[config.mk]
export PLATFORM = sky130hd
export DESIGN_NAME = cfd_config_fuse_decoder
export DESIGN_NICKNAME = d
export VERILOG_FILES = /design/src/cfd_pkg.sv /design/src/cfd_config_fuse_decoder.sv
export SDC_FILE = /design/constraint.sdc
export NUM_CORES = 1
export LEC_CHECK = 0
export CORE_ASPECT_RATIO = 1.75
export CORE_MARGIN = 10
export CORE_UTILIZATION = 40
export CTS_BUF_LIST = sky130_fd_sc_hd__clkbuf_4
export CTS_CLUSTER_SIZE = 12
export DETAILED_ROUTE_END_ITERATION = 10
export DONT_BUFFER_PORTS = 1
export HOLD_SLACK_MARGIN = 0.02
export PLACE_DENSITY = 0.61
export SETUP_SLACK_MARGIN = 0.05
export SYNTH_ARGS = -nofsm -noshare
export SYNTH_HDL_FRONTEND = slang
export SYNTH_SLANG_ARGS = --single-unit
[constraint.sdc]
create_clock -name pclk -period 5.55 [get_ports pclk]
set_input_delay 0.2775 -clock pclk [delete_from_list [all_inputs] [get_ports pclk]]
set_output_delay 0.2775 -clock pclk [all_outputs]
set_load 0.01 [all_outputs]
[src/cfd_pkg.sv]
/*
 * constants for the configuration fuse decoder: field layout of the
 * fuse word, reset values, register offsets, timing and osc codes.
 * assumes the fuse word arrives packed in this layout from storage.
 */
package cfd_pkg;

  // ************************************************************
  // fuse word field positions
  // ************************************************************
  localparam int FB_GWP = 0; // general segment write protect
  localparam int FB_TWOSPD = 1; // two-speed start-up
  localparam int FB_OSC = 2; // initial osc select, 3 bits
  localparam int FB_CKSM = 5; // clock switch/monitor mode, 2 bits
  localparam int FB_OSC2FN = 7; // osc pin two function
  localparam int FB_POSC = 8; // primary osc mode, 2 bits
  localparam int FB_WDTFUSE = 10;
  localparam int FB_WINOFF = 11;
  localparam int FB_LOCKWAIT = 12;
  localparam int FB_WDPRE = 13;
  localparam int FB_WDPOST = 14; // 4 bits
  localparam int FB_PWMMODE = 18;
  localparam int FB_HIPOL = 19;
  localparam int FB_LOPOL = 20;
  localparam int FB_PUD = 21; // 3 bits
  localparam int FB_JTAG = 24;
  localparam int FB_DBGCH = 25; // 2 bits

  // ************************************************************
  // reset values and codes
  // ************************************************************
  localparam logic [31:0] FUSE_RESET = 32'hFFFF_FFFF; // erased state
  localparam logic [2:0] OSC_FAST_RC = 3'h0;
  localparam logic [1:0] POSC_HS = 2'h2;
  localparam logic [1:0] POSC_XT = 2'h1;
  localparam logic [1:0] POSC_EC = 2'h0;
  localparam logic [1:0] POSC_OFF = 2'h3;
  localparam logic [7:0] WDOG_PRE_LONG = 8'h80; // 1:128
  localparam logic [7:0] WDOG_PRE_SHORT = 8'h20; // 1:32
  localparam logic [1:0] SETTLE_CYCLES = 2'h2; // sync fill time

  // ************************************************************
  // timing
  // ************************************************************
  localparam int CLK_FREQ_KHZ = 125000;
  localparam int PUD_UNIT_MS = 1; // power-up timer step
  localparam int PUD_UNIT_CYCLES = PUD_UNIT_MS * CLK_FREQ_KHZ;

  // ************************************************************
  // register map
  // ************************************************************
  localparam logic [7:0] REG_FUSE_SHADOW = 8'h00; // ro
  localparam logic [7:0] REG_WDOG_CTRL = 8'h04; // rw, bit0
  localparam logic [7:0] REG_STATUS = 8'h08; // ro

  typedef enum logic [3:0] {
    ST_SETTLE = 4'b0001,
    ST_LOAD = 4'b0010,
    ST_PUD = 4'b0100,
    ST_READY = 4'b1000
  } cfd_state_e;

endpackage

[src/cfd_config_fuse_decoder.sv]
/*
 * configuration fuse decoder: samples the fuse word after reset,
 * holds it, and decodes it (osc select from the live word while switching is off) into controls for clock, flash,
 * watchdog, motor pwm, power-up and debug logic; apb slave on top.
 * assumes fuse word and osc/pll status are asynchronous levels.
 */
// Implementation choices: the APB slave port and the register offsets.
// What this block does
// - write-protect fuse zero blocks program writes
// - two-speed start runs fast rc first
// - decode three-bit initial oscillator source
// - switch mode gates switching and monitor
// - osc pin two: clock out or gpio
// - decode primary oscillator mode
// - watchdog fuse forces watchdog always on
// - fuse zero: software bit runs watchdog
// - window bit zero selects window mode
// - lock wait: pll switch waits lock
// - no lock wait: pll switch proceeds
// - prescaler bit picks 1:128 or 1:32
// - postscaler code doubles ratio per step
// - pwm pin mode at reset
// - high-side pwm polarity select
// - low-side pwm polarity select
// - power-up timer 2 to 128 ms
// - boundary scan port enable
// - debug channel pin pair select
// - sixteen postscale settings 1:1 upward
// - software watchdog bit cleared by reset
`timescale 1ns/1ps
module cfd_config_fuse_decoder
  import cfd_pkg::*;
#(
  parameter int PUD_MS_CYCLES = PUD_UNIT_CYCLES
) (
  // clock and reset
  input wire logic pclk,
  input wire logic presetn,
  // apb slave
  input wire logic psel,
  input wire logic penable,
  input wire logic pwrite,
  input wire logic [7:0] paddr,
  input wire logic [31:0] pwdata,
  output logic [31:0] prdata,
  output logic pready,
  output logic pslverr,
  // nonvolatile fuse word and analog status
  input wire logic [31:0] nv_fuses,
  input wire logic osc_ready,
  input wire logic pll_lock,
  // program memory write gate
  input wire logic prog_wr_req,
  output logic prog_wr_grant,
  // clock controls
  output logic [2:0] active_osc_sel,
  output logic startup_on_selected,
  output logic clk_switch_en,
  output logic fail_safe_mon_en,
  output logic osc_pin2_clkout,
  output logic osc_pin2_gpio,
  output logic prim_osc_off,
  output logic prim_hs_xtal,
  output logic prim_std_xtal,
  output logic prim_ext_clk,
  input wire logic pll_switch_req,
  output logic pll_switch_go,
  // watchdog controls
  output logic wdog_run,
  output logic low_power_rc_en,
  output logic wdog_window_mode,
  output logic [7:0] wdog_prescale_ratio,
  output logic [15:0] wdog_postscale_ratio,
  // motor pwm
  output logic pwm_pins_port_ctrl,
  output logic pwm_high_active_high,
  output logic pwm_low_active_high,
  // power-up, scan and debug
  output logic powerup_done,
  output logic boundary_scan_port_en,
  output logic [2:0] debug_pair_sel
);

  // ************************************************************
  // helper functions
  // ************************************************************
  // postscale ratio, one doubling per code step
  function automatic logic [15:0] post_ratio(input logic [3:0] code);
    post_ratio = 16'h0001 << code;
  endfunction

  // power-up delay in ms, zero code means no delay
  function automatic logic [7:0] pud_ms(input logic [2:0] code);
    pud_ms = (code == 3'h0) ? 8'h00 : (8'h01 << code);
  endfunction

  // ************************************************************
  // input synchronisers and sampling
  // ************************************************************
  logic [33:0] sync1_reg;
  logic [33:0] sync2_reg;
  logic [31:0] shadow_reg;
  logic [31:0] shadow_next;
  logic cfg_valid_reg;
  logic [1:0] settle_reg;
  logic [31:0] pud_cnt_reg;
  logic [31:0] pud_cnt_next;
  logic [31:0] pud_target;
  logic switched_reg;
  logic wdog_sw_enable_reg;
  logic wdog_sw_enable_next;
  cfd_state_e state_reg;
  cfd_state_e state_next;
  wire [31:0] live_fuses = sync2_reg[31:0];
  wire osc_ready_s = sync2_reg[32];
  wire pll_lock_s = sync2_reg[33];

  // two flops for fuse word and analog status
  always_ff @(posedge pclk or negedge presetn) begin
    if (!presetn) begin
      sync1_reg <= '0;
      sync2_reg <= '0;
    end else begin
      sync1_reg <= {pll_lock, osc_ready, nv_fuses};
      sync2_reg <= sync1_reg;
    end
  end

  // ************************************************************
  // load sequencer
  // ************************************************************
  assign pud_target = 32'(pud_ms(shadow_reg[FB_PUD +: 3])) *
                      32'(PUD_MS_CYCLES);

  // next state: settle, load once, time power-up, then hold
  always_comb begin
    state_next = state_reg;
    shadow_next = shadow_reg;
    pud_cnt_next = pud_cnt_reg;
    case (state_reg)
      ST_SETTLE: begin
        if (settle_reg == SETTLE_CYCLES) begin
          state_next = ST_LOAD;
        end
      end
      ST_LOAD: begin
        shadow_next = live_fuses;
        pud_cnt_next = '0;
        state_next = ST_PUD;
      end
      ST_PUD: begin
        if (pud_cnt_reg >= pud_target) begin
          state_next = ST_READY;
        end else begin
          pud_cnt_next = pud_cnt_reg + 32'h0000_0001;
        end
      end
      ST_READY: state_next = ST_READY;
      default: state_next = ST_SETTLE;
    endcase
  end

  // sequencer state and held fuse word
  always_ff @(posedge pclk or negedge presetn) begin
    if (!presetn) begin
      state_reg <= ST_SETTLE;
      shadow_reg <= FUSE_RESET;
      pud_cnt_reg <= '0;
      settle_reg <= '0;
      cfg_valid_reg <= 1'b0;
    end else begin
      state_reg <= state_next;
      shadow_reg <= shadow_next;
      pud_cnt_reg <= pud_cnt_next;
      if (settle_reg != SETTLE_CYCLES) begin
        settle_reg <= settle_reg + 2'h1;
      end
      if (state_reg == ST_LOAD) begin
        cfg_valid_reg <= 1'b1;
      end
    end
  end

  assign powerup_done = (state_reg == ST_READY);

  // ************************************************************
  // clock source decode
  // ************************************************************
  wire [2:0] osc_sel_eff;
  wire crystal_mode;
  wire [1:0] posc = shadow_reg[FB_POSC +: 2];

  // switching enabled: held selection; otherwise live
  assign clk_switch_en = cfg_valid_reg & ~shadow_reg[FB_CKSM + 1];
  assign fail_safe_mon_en = clk_switch_en & ~shadow_reg[FB_CKSM];
  assign osc_sel_eff = clk_switch_en ? shadow_reg[FB_OSC +: 3] :
                       live_fuses[FB_OSC +: 3];

  // two-speed start: fast rc until selected source ready
  always_ff @(posedge pclk or negedge presetn) begin
    if (!presetn) begin
      switched_reg <= 1'b0;
    end else if (cfg_valid_reg && (osc_ready_s ||
                 !shadow_reg[FB_TWOSPD])) begin
      switched_reg <= 1'b1;
    end
  end

  assign startup_on_selected = switched_reg;
  assign active_osc_sel = switched_reg ? osc_sel_eff : OSC_FAST_RC;

  // primary oscillator mode and pin two use
  assign prim_osc_off = cfg_valid_reg & (posc == POSC_OFF);
  assign prim_hs_xtal = cfg_valid_reg & (posc == POSC_HS);
  assign prim_std_xtal = cfg_valid_reg & (posc == POSC_XT);
  assign prim_ext_clk = cfg_valid_reg & (posc == POSC_EC);
  assign crystal_mode = prim_hs_xtal | prim_std_xtal;
  assign osc_pin2_clkout = cfg_valid_reg & ~crystal_mode &
                           shadow_reg[FB_OSC2FN];
  assign osc_pin2_gpio = cfg_valid_reg & ~crystal_mode &
                         ~shadow_reg[FB_OSC2FN];

  // pll switch gate on lock wait bit
  assign pll_switch_go = pll_switch_req & cfg_valid_reg &
                         (~shadow_reg[FB_LOCKWAIT] | pll_lock_s);

  // ************************************************************
  // flash, watchdog, pwm and debug decode
  // ************************************************************
  assign prog_wr_grant = prog_wr_req & cfg_valid_reg &
                         shadow_reg[FB_GWP];
  assign wdog_run = cfg_valid_reg & (shadow_reg[FB_WDTFUSE] |
                    wdog_sw_enable_reg);
  assign low_power_rc_en = wdog_run;
  assign wdog_window_mode = ~shadow_reg[FB_WINOFF];
  assign wdog_prescale_ratio = shadow_reg[FB_WDPRE] ?
                               WDOG_PRE_LONG : WDOG_PRE_SHORT;
  assign wdog_postscale_ratio =
    post_ratio(shadow_reg[FB_WDPOST +: 4]);
  assign pwm_pins_port_ctrl = shadow_reg[FB_PWMMODE];
  assign pwm_high_active_high = shadow_reg[FB_HIPOL];
  assign pwm_low_active_high = shadow_reg[FB_LOPOL];
  assign boundary_scan_port_en = cfg_valid_reg & shadow_reg[FB_JTAG];
  // reserved code selects no pair
  assign debug_pair_sel = !cfg_valid_reg ? 3'h0 :
    (shadow_reg[FB_DBGCH +: 2] == 2'h3) ? 3'h1 :
    (shadow_reg[FB_DBGCH +: 2] == 2'h2) ? 3'h2 :
    (shadow_reg[FB_DBGCH +: 2] == 2'h1) ? 3'h4 : 3'h0;

  // ************************************************************
  // apb slave
  // ************************************************************
  wire setup_ph = psel & ~penable;
  wire wr_take = psel & penable & pwrite & pready;
  wire hit_shadow = (paddr == REG_FUSE_SHADOW);
  wire hit_ctrl = (paddr == REG_WDOG_CTRL);
  wire hit_status = (paddr == REG_STATUS);
  wire addr_ok = hit_shadow | hit_ctrl | hit_status;
  wire [31:0] status_word = {24'h0000_00, pll_lock_s, active_osc_sel,
                             wdog_run, switched_reg, powerup_done,
                             cfg_valid_reg};
  wire [31:0] rd_mux = hit_shadow ? shadow_reg :
                       hit_ctrl ? {31'h0, wdog_sw_enable_reg} :
                       hit_status ? status_word : 32'h0000_0000;

  assign pready = 1'b1;
  // software enable bit, cleared by any reset
  assign wdog_sw_enable_next = (wr_take && hit_ctrl) ? pwdata[0] :
                               wdog_sw_enable_reg;

  // read data and error captured in setup phase
  always_ff @(posedge pclk or negedge presetn) begin
    if (!presetn) begin
      prdata <= '0;
      pslverr <= 1'b0;
      wdog_sw_enable_reg <= 1'b0;
    end else begin
      wdog_sw_enable_reg <= wdog_sw_enable_next;
      if (setup_ph) begin
        prdata <= rd_mux;
        pslverr <= ~addr_ok;
      end
    end
  end
endmodule // cfd_config_fuse_decoder

==> results by group, run 1 <==
Status
  • Status: finished, final reports clean

Timing
  • Slew Viols, Final: 0
  • Clock Skews: 20.5 ps
  • Setup-failing EPs final: 0
  • Worst slew margin: 23.4%
  • Worst Tran Pin Value: 1140 ps
  • Fmax: 181 MHz
  • RSZ-0062 raised after global routing: yes
  • Tmin final: 5520 ps
  • Hold Violations, Final: 0
  • Final period util: 99.4%

Layout
  • Syn-to-layout area delta: 21.1%
  • Design area: 10400 µm²
  • Reg area: 4400 µm²
  • Multi-input gate area: 4160 µm²
  • Fillers: 1945
  • Core Util, Final: 48.9%
  • Share of cells above drive strength 1: 19.3%
  • Final #Nets: 1096

CTS
  • Clock Latency Late Sink: 610 ps
  • Clk pin slew, worst setup/hold paths: 140 ps
  • H-tree depth: 4
  • Total CTS buffers: 17
  • Clk sinks: 174
  • Clock tree from TritonCTS: yes
  • Clock Path Buffers: 2
  • Clk root buf: clkbuf_4

Logic synthesis
  • Register bit count reported by yosys: 174
  • Ranking of synthesized cells by area: dfrtp_1 41%, dfstp_2 10%, ha_1 8.7%, nand2_1 8.5%, mux2i_1 3.0%
  • Post-synth EDFFs: 0
  • Post-Synthesis Cells: 861
  • Cell variety after synth: 59
  • Commonest cells in the synthesized netlist: 194 x nand2_1, 141 x dfrtp_1, 60 x ha_1
  • Async S/R FF share, synth: 100%
  • Post-Syn Area: 8610 µm²
  • Synth top area share: 41.0%
  • Synthesis Warnings: 0
  • Post-synth top area cell: dfrtp_1
  • Avg Cell Area, Syn: 10.0 µm²
  • Most frequent cell after synthesis: nand2_1
  • Sequential share of the synthesized area: 51.1%
  • Synth Flop Type: dfrtp_1

Pwr
  • Leakage power: 4.62 nW
  • Clock Power Share: 39.9%
  • Max VDD drop: 128 µV
  • Seq pwr share: 56.9%
  • Comb pwr share: 3.2%
  • PwrDens: 220 nW/µm²
  • Cell internal pwr: 1.79 mW
  • Sw power: 509 µW
  • Switching Share: 22.2%

Critical path
  • Max incr delay on CP: 580 ps
  • Required @ worst endpoint: 6040 ps
  • Crit Path Class: reg2reg
  • CP Capture Type: register
  • Worst path arrival time: 6010 ps
  • WP buf/inv: 6
  • Slowest CP cell: dfstp_2
  • Worst reg2reg endpoint: pud_cnt_reg[1]
  • CP Max Fanout: 6
  • Reg-to-reg slack, setup: 30 ps
  • CP top delay family: adder cells
  • Worst r2r src: shadow_reg[23]
  • R2r worst-path depth: 25
  • Crit start category: register

Hold path
  • Min-delay src: paddr[3]
  • Hold path cells: 4
  • Worst hold path endpoint: prdata[30]
  • Hold Path Class: in2reg

Floorplan
  • IO Count: 164
  • CORE AREA: 21300 µm²
  • Die height: 214 µm
  • Die area: 28000 µm²
  • Die width: 131 µm
  • Core Rows: 71
  • Initial Util: 40.4%

Global routing
  • Vias in the first global route: 6457
  • First-pass GRT wire length: 32500 µm
  • Initial antenna violation count: 1
  • Tot GR Track Use: 14.7%
  • Pin count of the biggest net entering global routing: 175
  • Total grt overflow: 0

Routing
  • Aggregate routed wire length: 20200 µm
  • Routed len/inst: 16.6 µm
  • Vias per cell: 5.16
  • Remaining antenna violation count: 0
  • DR pass1 iterations: 4
  • DRT iter0 DRCs: 394
  • DRC: 0
  • Vias: 6274

Placed design
  • Area after DPL: 9170 µm²
  • Number of I/O port buffers: 0
  • Final weighted congestion in routability-driven placement: 0.887
  • Post-DP HPWL: 14700 µm

Job
  • Maximum Capacitance Violations: 0
-- placed cells by master, fill, tap and decap left out, types with 26 or more instances in the layout --
master         instances
dfrtp_1              141
nand2_1              193
o21ai_0               42
nor2_1                36
dfstp_2               33
dlygate4sd3_1         44
inv_1                 36
nand2b_1              31
mux2i_1               26
buf_4                 51
ha_1                  56
-- cell type report --
class | count | area share (%)
antenna | 1 | 0.0240
clock buffer | 18 | 1.30
clock inverter | 14 | 2.46
inverter | 41 | 1.48
multi-input combinational | 607 | 40.0
sequential | 174 | 42.2
tap | 255 | 3.06
timing repair buffer | 106 | 9.54
-- routing by layer --
metal	global-route usage (%)	routed length (µm)	vias up
li1	-	-	3067
met1	14.8	7510	3028
met2	27.0	11000	143
met3	3.54	1110	36
met4	6.92	657	0
met5	0	0	-
-- worst min-delay path, delay by kind of cell --
family / cells / cell delay, ps
buffers and inverters: 1 / 230
and+or+nand+nor: 2 / 120
AOI/OAI and AO/OA: 1 / 60
-- through the flow --
step,setup TNS (ps),hold slack [ps],instances,power (mW),setup WS [ps]
final,0,109,1216,2.29,34.7
after global routing,-2820,63.0,1216,2.40,-160
after CTS,0,48.0,1205,2.33,47.0
after floorplan,0,-18.1,871,1.35,70.4
after global placement,-396,-4.83,1124,1.35,-53.2
after detailed placement,-1100,-4.53,1124,1.35,-99.8
-- worst max path at each step --
stage | from | to | slack, ps | cells past startpoint
2_1_floorplan | shadow_reg[21] | pud_cnt_reg[1] | 70 | 20
3_3_place_gp | shadow_reg[23] | pud_cnt_reg[6] | -50 | 24
3_5_place_dp | shadow_reg[23] | pud_cnt_reg[0] | -100 | 22
4_1_cts | shadow_reg[23] | pud_cnt_reg[16] | 50 | 27
5_1_grt | shadow_reg[23] | pud_cnt_reg[10] | -160 | 26
6_report | shadow_reg[23] | pud_cnt_reg[1] | 30 | 25
-- power by group through the flow --
stage | Combinational (mW) | Sequential, mW | Clock [mW]
after floorplan | 0.0242 | 1.32 | 0
after global placement | 0.0237 | 1.33 | 0
after detailed placement | 0.0241 | 1.33 | 0
after CTS | 0.0756 | 1.31 | 0.953
after global routing | 0.0840 | 1.31 | 1.00
final | 0.0730 | 1.31 | 0.916
-- cell families (layout without fill, tap and decap cells) --
family	after synthesis	after routing	synth area share (%)
AND/OR/NAND/NOR	385	385	21.3
AO/OA/AOI/OAI	100	100	7.49
adder cells (fa/ha/maj)	68	68	10.6
XOR/XNOR	14	14	1.42
multiplexers	28	28	3.33
other	2	13	0.0873
buffers and inverters	90	179	4.73
flip-flops	174	174	51.1
-- what timing repair did --
action | CTS | global route
setup endpoints to repair | 27 | 27
hold endpoints to repair | 214 | 0
pin swaps | 9 | 7
hold buffers | 45 | 0
gates resized for setup | 11 | 39
gates cloned | 1 | 0
setup buffers | 3 | 11
(Power assumes the default switching activity.)
==> inputs of run 2 (changes only) <==
--- a/config.mk
+++ b/config.mk
@@ -7,13 +7,13 @@
 export LEC_CHECK = 0
 export CORE_ASPECT_RATIO = 1.75
 export CORE_MARGIN = 10
-export CORE_UTILIZATION = 40
+export CORE_UTILIZATION = 39
 export CTS_BUF_LIST = sky130_fd_sc_hd__clkbuf_4
 export CTS_CLUSTER_SIZE = 12
 export DETAILED_ROUTE_END_ITERATION = 10
 export DONT_BUFFER_PORTS = 1
 export HOLD_SLACK_MARGIN = 0.02
-export PLACE_DENSITY = 0.61
+export PLACE_DENSITY = 0.6
 export SETUP_SLACK_MARGIN = 0.05
 export SYNTH_ARGS = -nofsm -noshare
 export SYNTH_HDL_FRONTEND = slang
==> run 2 against run 1 <==
Against the previous run:
- total power down 9.9%
- critical endpoint is now pud_cnt_reg[9]
- largest power group unchanged
- design area down 2.1%
- sequential share of layout area up 0.89 points
- count of clock-buffer cells in the layout up 3
==> results by group, run 2 (synthesis gave the netlist of run 1 again) <==
Status
  • Status: finished, final reports clean

Layout
  • Share of cells above drive strength 1: 17.4% (-1.9 points)
  • Final instance count without filler cells: 1241 (+2.1%)
  • Commonest non-fill, non-tap cell in the layout: nand2_1
  • Final #Nets: 1086 (-0.91%)
  • Syn-to-layout area delta: 18.6%
  • Most frequent cells in the layout: 193 x nand2_1, 141 x dfrtp_1, 55 x ha_1

Global routing
  • Initial antenna violation count: 1 (unchanged)
  • First-pass GRT wire length: 32900 µm (+1.2%)
  • Tot GR Track Use: 14.3% (-0.37 points)
  • Total grt overflow: 0 (unchanged)
  • Pin count of the biggest net entering global routing: 175 (unchanged)
  • Vias in the first global route: 6327 (-2.0%)

Routing
  • Remaining antenna violation count: 0 (unchanged)
  • Vias: 6156 (-1.9%)
  • DR pass1 iterations: 4 (unchanged)
  • DRC: 0 (unchanged)
  • DRT iter0 DRCs: 444 (+13%)
  • Vias per cell: 4.96 (-3.9%)
  • Routed len/inst: 16.5 µm (-0.89%)
  • Aggregate routed wire length: 20500 µm (+1.2%)

CTS
  • Clock tree from TritonCTS: yes
  • H-tree depth: 4 (unchanged)
  • Clock Latency Late Sink: 610 ps (about the same)
  • Total CTS buffers: 17 (unchanged)
  • Clk sinks: 174 (unchanged)
  • Clk pin slew, worst setup/hold paths: 130 ps (about the same)
  • Clock Path Buffers: 2 (unchanged)
  • Clk root buf: clkbuf_4

Job
  • Maximum Capacitance Violations: 0 (unchanged)

Placed design
  • Pre-CTS setup slack: -43.4 ps (+56.4 ps)
  • Placed cell count: 1158 (+3.0%)
  • Number of I/O port buffers: 0 (unchanged)
  • Post-DP HPWL: 14900 µm (+1.6%)
  • Final weighted congestion in routability-driven placement: 0.862 (-2.8%)

Timing
  • Setup-failing EPs final: 0 (unchanged)
  • RSZ-0062 raised after global routing: yes
  • Worst Tran Pin Value: 1150 ps (+5.93 ps)
  • Final period util: 98.8% (-0.55 points)
  • Hold Violations, Final: 0 (unchanged)
  • Tmin final: 5480 ps (-30.4 ps)
  • Clock Skews: 17.5 ps (-3.02 ps)
  • Fmax: 182 MHz (+0.55%)
  • Slew Viols, Final: 0 (unchanged)
  • Slack of the critical path: 65.0 ps (+30.4 ps)
  • Worst slew margin: 23.0% (-0.40 points)
  • Worst hold slack: 56.9 ps (-52.0 ps)

Critical path
  • Crit Path Class: reg2reg
  • Required @ worst endpoint: 6070 ps (+30 ps)
  • Crit start category: register
  • CP Capture Type: register
  • Worst path arrival time: 6000 ps (about the same)
  • CP Max Fanout: 10 (+4)

Floorplan
  • CORE AREA: 21600 µm² (+1.3%)
  • IO Count: 164 (unchanged)
  • Die area: 28600 µm² (+2.2%)
  • Die width: 132 µm (+1.1%)
  • Die height: 217 µm (+1.2%)
  • Initial Util: 39.9% (-0.50 points)
  • Core Rows: 71 (unchanged)

Hold path
  • Hold Path Class: in2reg

Pwr
  • Leakage power: 4.51 nW (-2.5%)
  • Max VDD drop: 109 µV (-15%)
  • Overall Power: 2.07 mW (-9.9%)
  • PwrDens: 203 nW/µm² (-8.0%)
==> run 2: cell count changes in the layout (fill, tap and decap cells not counted), moves of 3 or more <==
| cell | change |
|---|---|
| clkinv_2 | +3 |
| buf_4 | -6 |
| bufinv_16 | -4 |
| clkbuf_4 | +3 |
==> run 2: layer usage <==
layer / track usage [%] / part of all wire, % / vias up
met4: 6.19 / 3.1 / 0
li1: - / - / 3053
met1: 14.5 / 38 / 2922
met2: 26.8 / 54 / 144
met5: 0 / 0 / -
met3: 3.94 / 5.0 / 37
==> run 2: repair_timing <==
item                                    4_1_cts  5_1_grt
endpoints found under the setup margin       26       27
hold buffers                                 44        0
setup buffers                                 3        4
cloned                                        0        1
resized for setup                            12       27
pin swaps                                     9        0
hold endpoints to repair                    214        0
==> run 2: path summary, 6_finish.rpt <==
path / from / to / slack [ps] / cells after the start
max: shadow_reg[23] / pud_cnt_reg[9] / 70 / 24
min: paddr[0] / pslverr / 60 / 4
max reg2reg: shadow_reg[23] / pud_cnt_reg[9] / 70 / 24
min reg2reg: sync1_reg[30] / sync2_reg[30] / 350 / 0
max in group asynchronous: presetn / sync2_reg[26] / 4520 / 2
min in group asynchronous: presetn / sync2_reg[17] / 330 / 2
==> run 2: critical path, cell delays in order, from the launching register on <==
cell and delay, ps:
dfstp_2 590, inv_2 60, nor3_4 230, ha_4 240, xnor2_1 120, ha_1 290
fa_1 510, inv_1 50, fa_1 500, inv_2 50, ha_4 170, nor3_2 90
o2111ai_1 120, o211ai_1 100, buf_4 150, o2111a_1 190, a311oi_2 50, ha_1 320
nand4_1 110, or4_4 600, a311oi_4 220, buf_6 170, buf_6 170, nor4_1 80
a21o_1 210
==> run 2: metrics by stage <==
stage / util, % / TNS, ps / instance area (µm²)
5_1_grt: 47.3 / -3390 / 10200
2_1_floorplan: - / 0 / 8720
4_1_cts: 46.3 / 0 / 10000
3_3_place_gp: 42.5 / -120 / 9180
3_5_place_dp: 42.5 / -197 / 9180
6_report: 47.3 / 0 / 10200
==> run 2: where the power goes <==
part / leakage, nW / internal, mW / switching, mW
clock: 0.144 / 0.277 / 0.412
sequential: 2.02 / 1.29 / 0.00970
combinational: 2.34 / 0.0283 / 0.0447
total: 4.51 / 1.60 / 0.467
==> run 2: layout make-up <==
cell class / instances / area (µm²)
Fill cell: 2027 / 11400
Sequential cell: 174 / 4400
Multi-Input combinational cell: 607 / 4130
Timing Repair Buffer: 96 / 896
Tap cell: 292 / 365
Clock buffer: 21 / 158
Inverter: 41 / 154
Clock inverter: 9 / 98.8
Antenna cell: 1 / 2.50
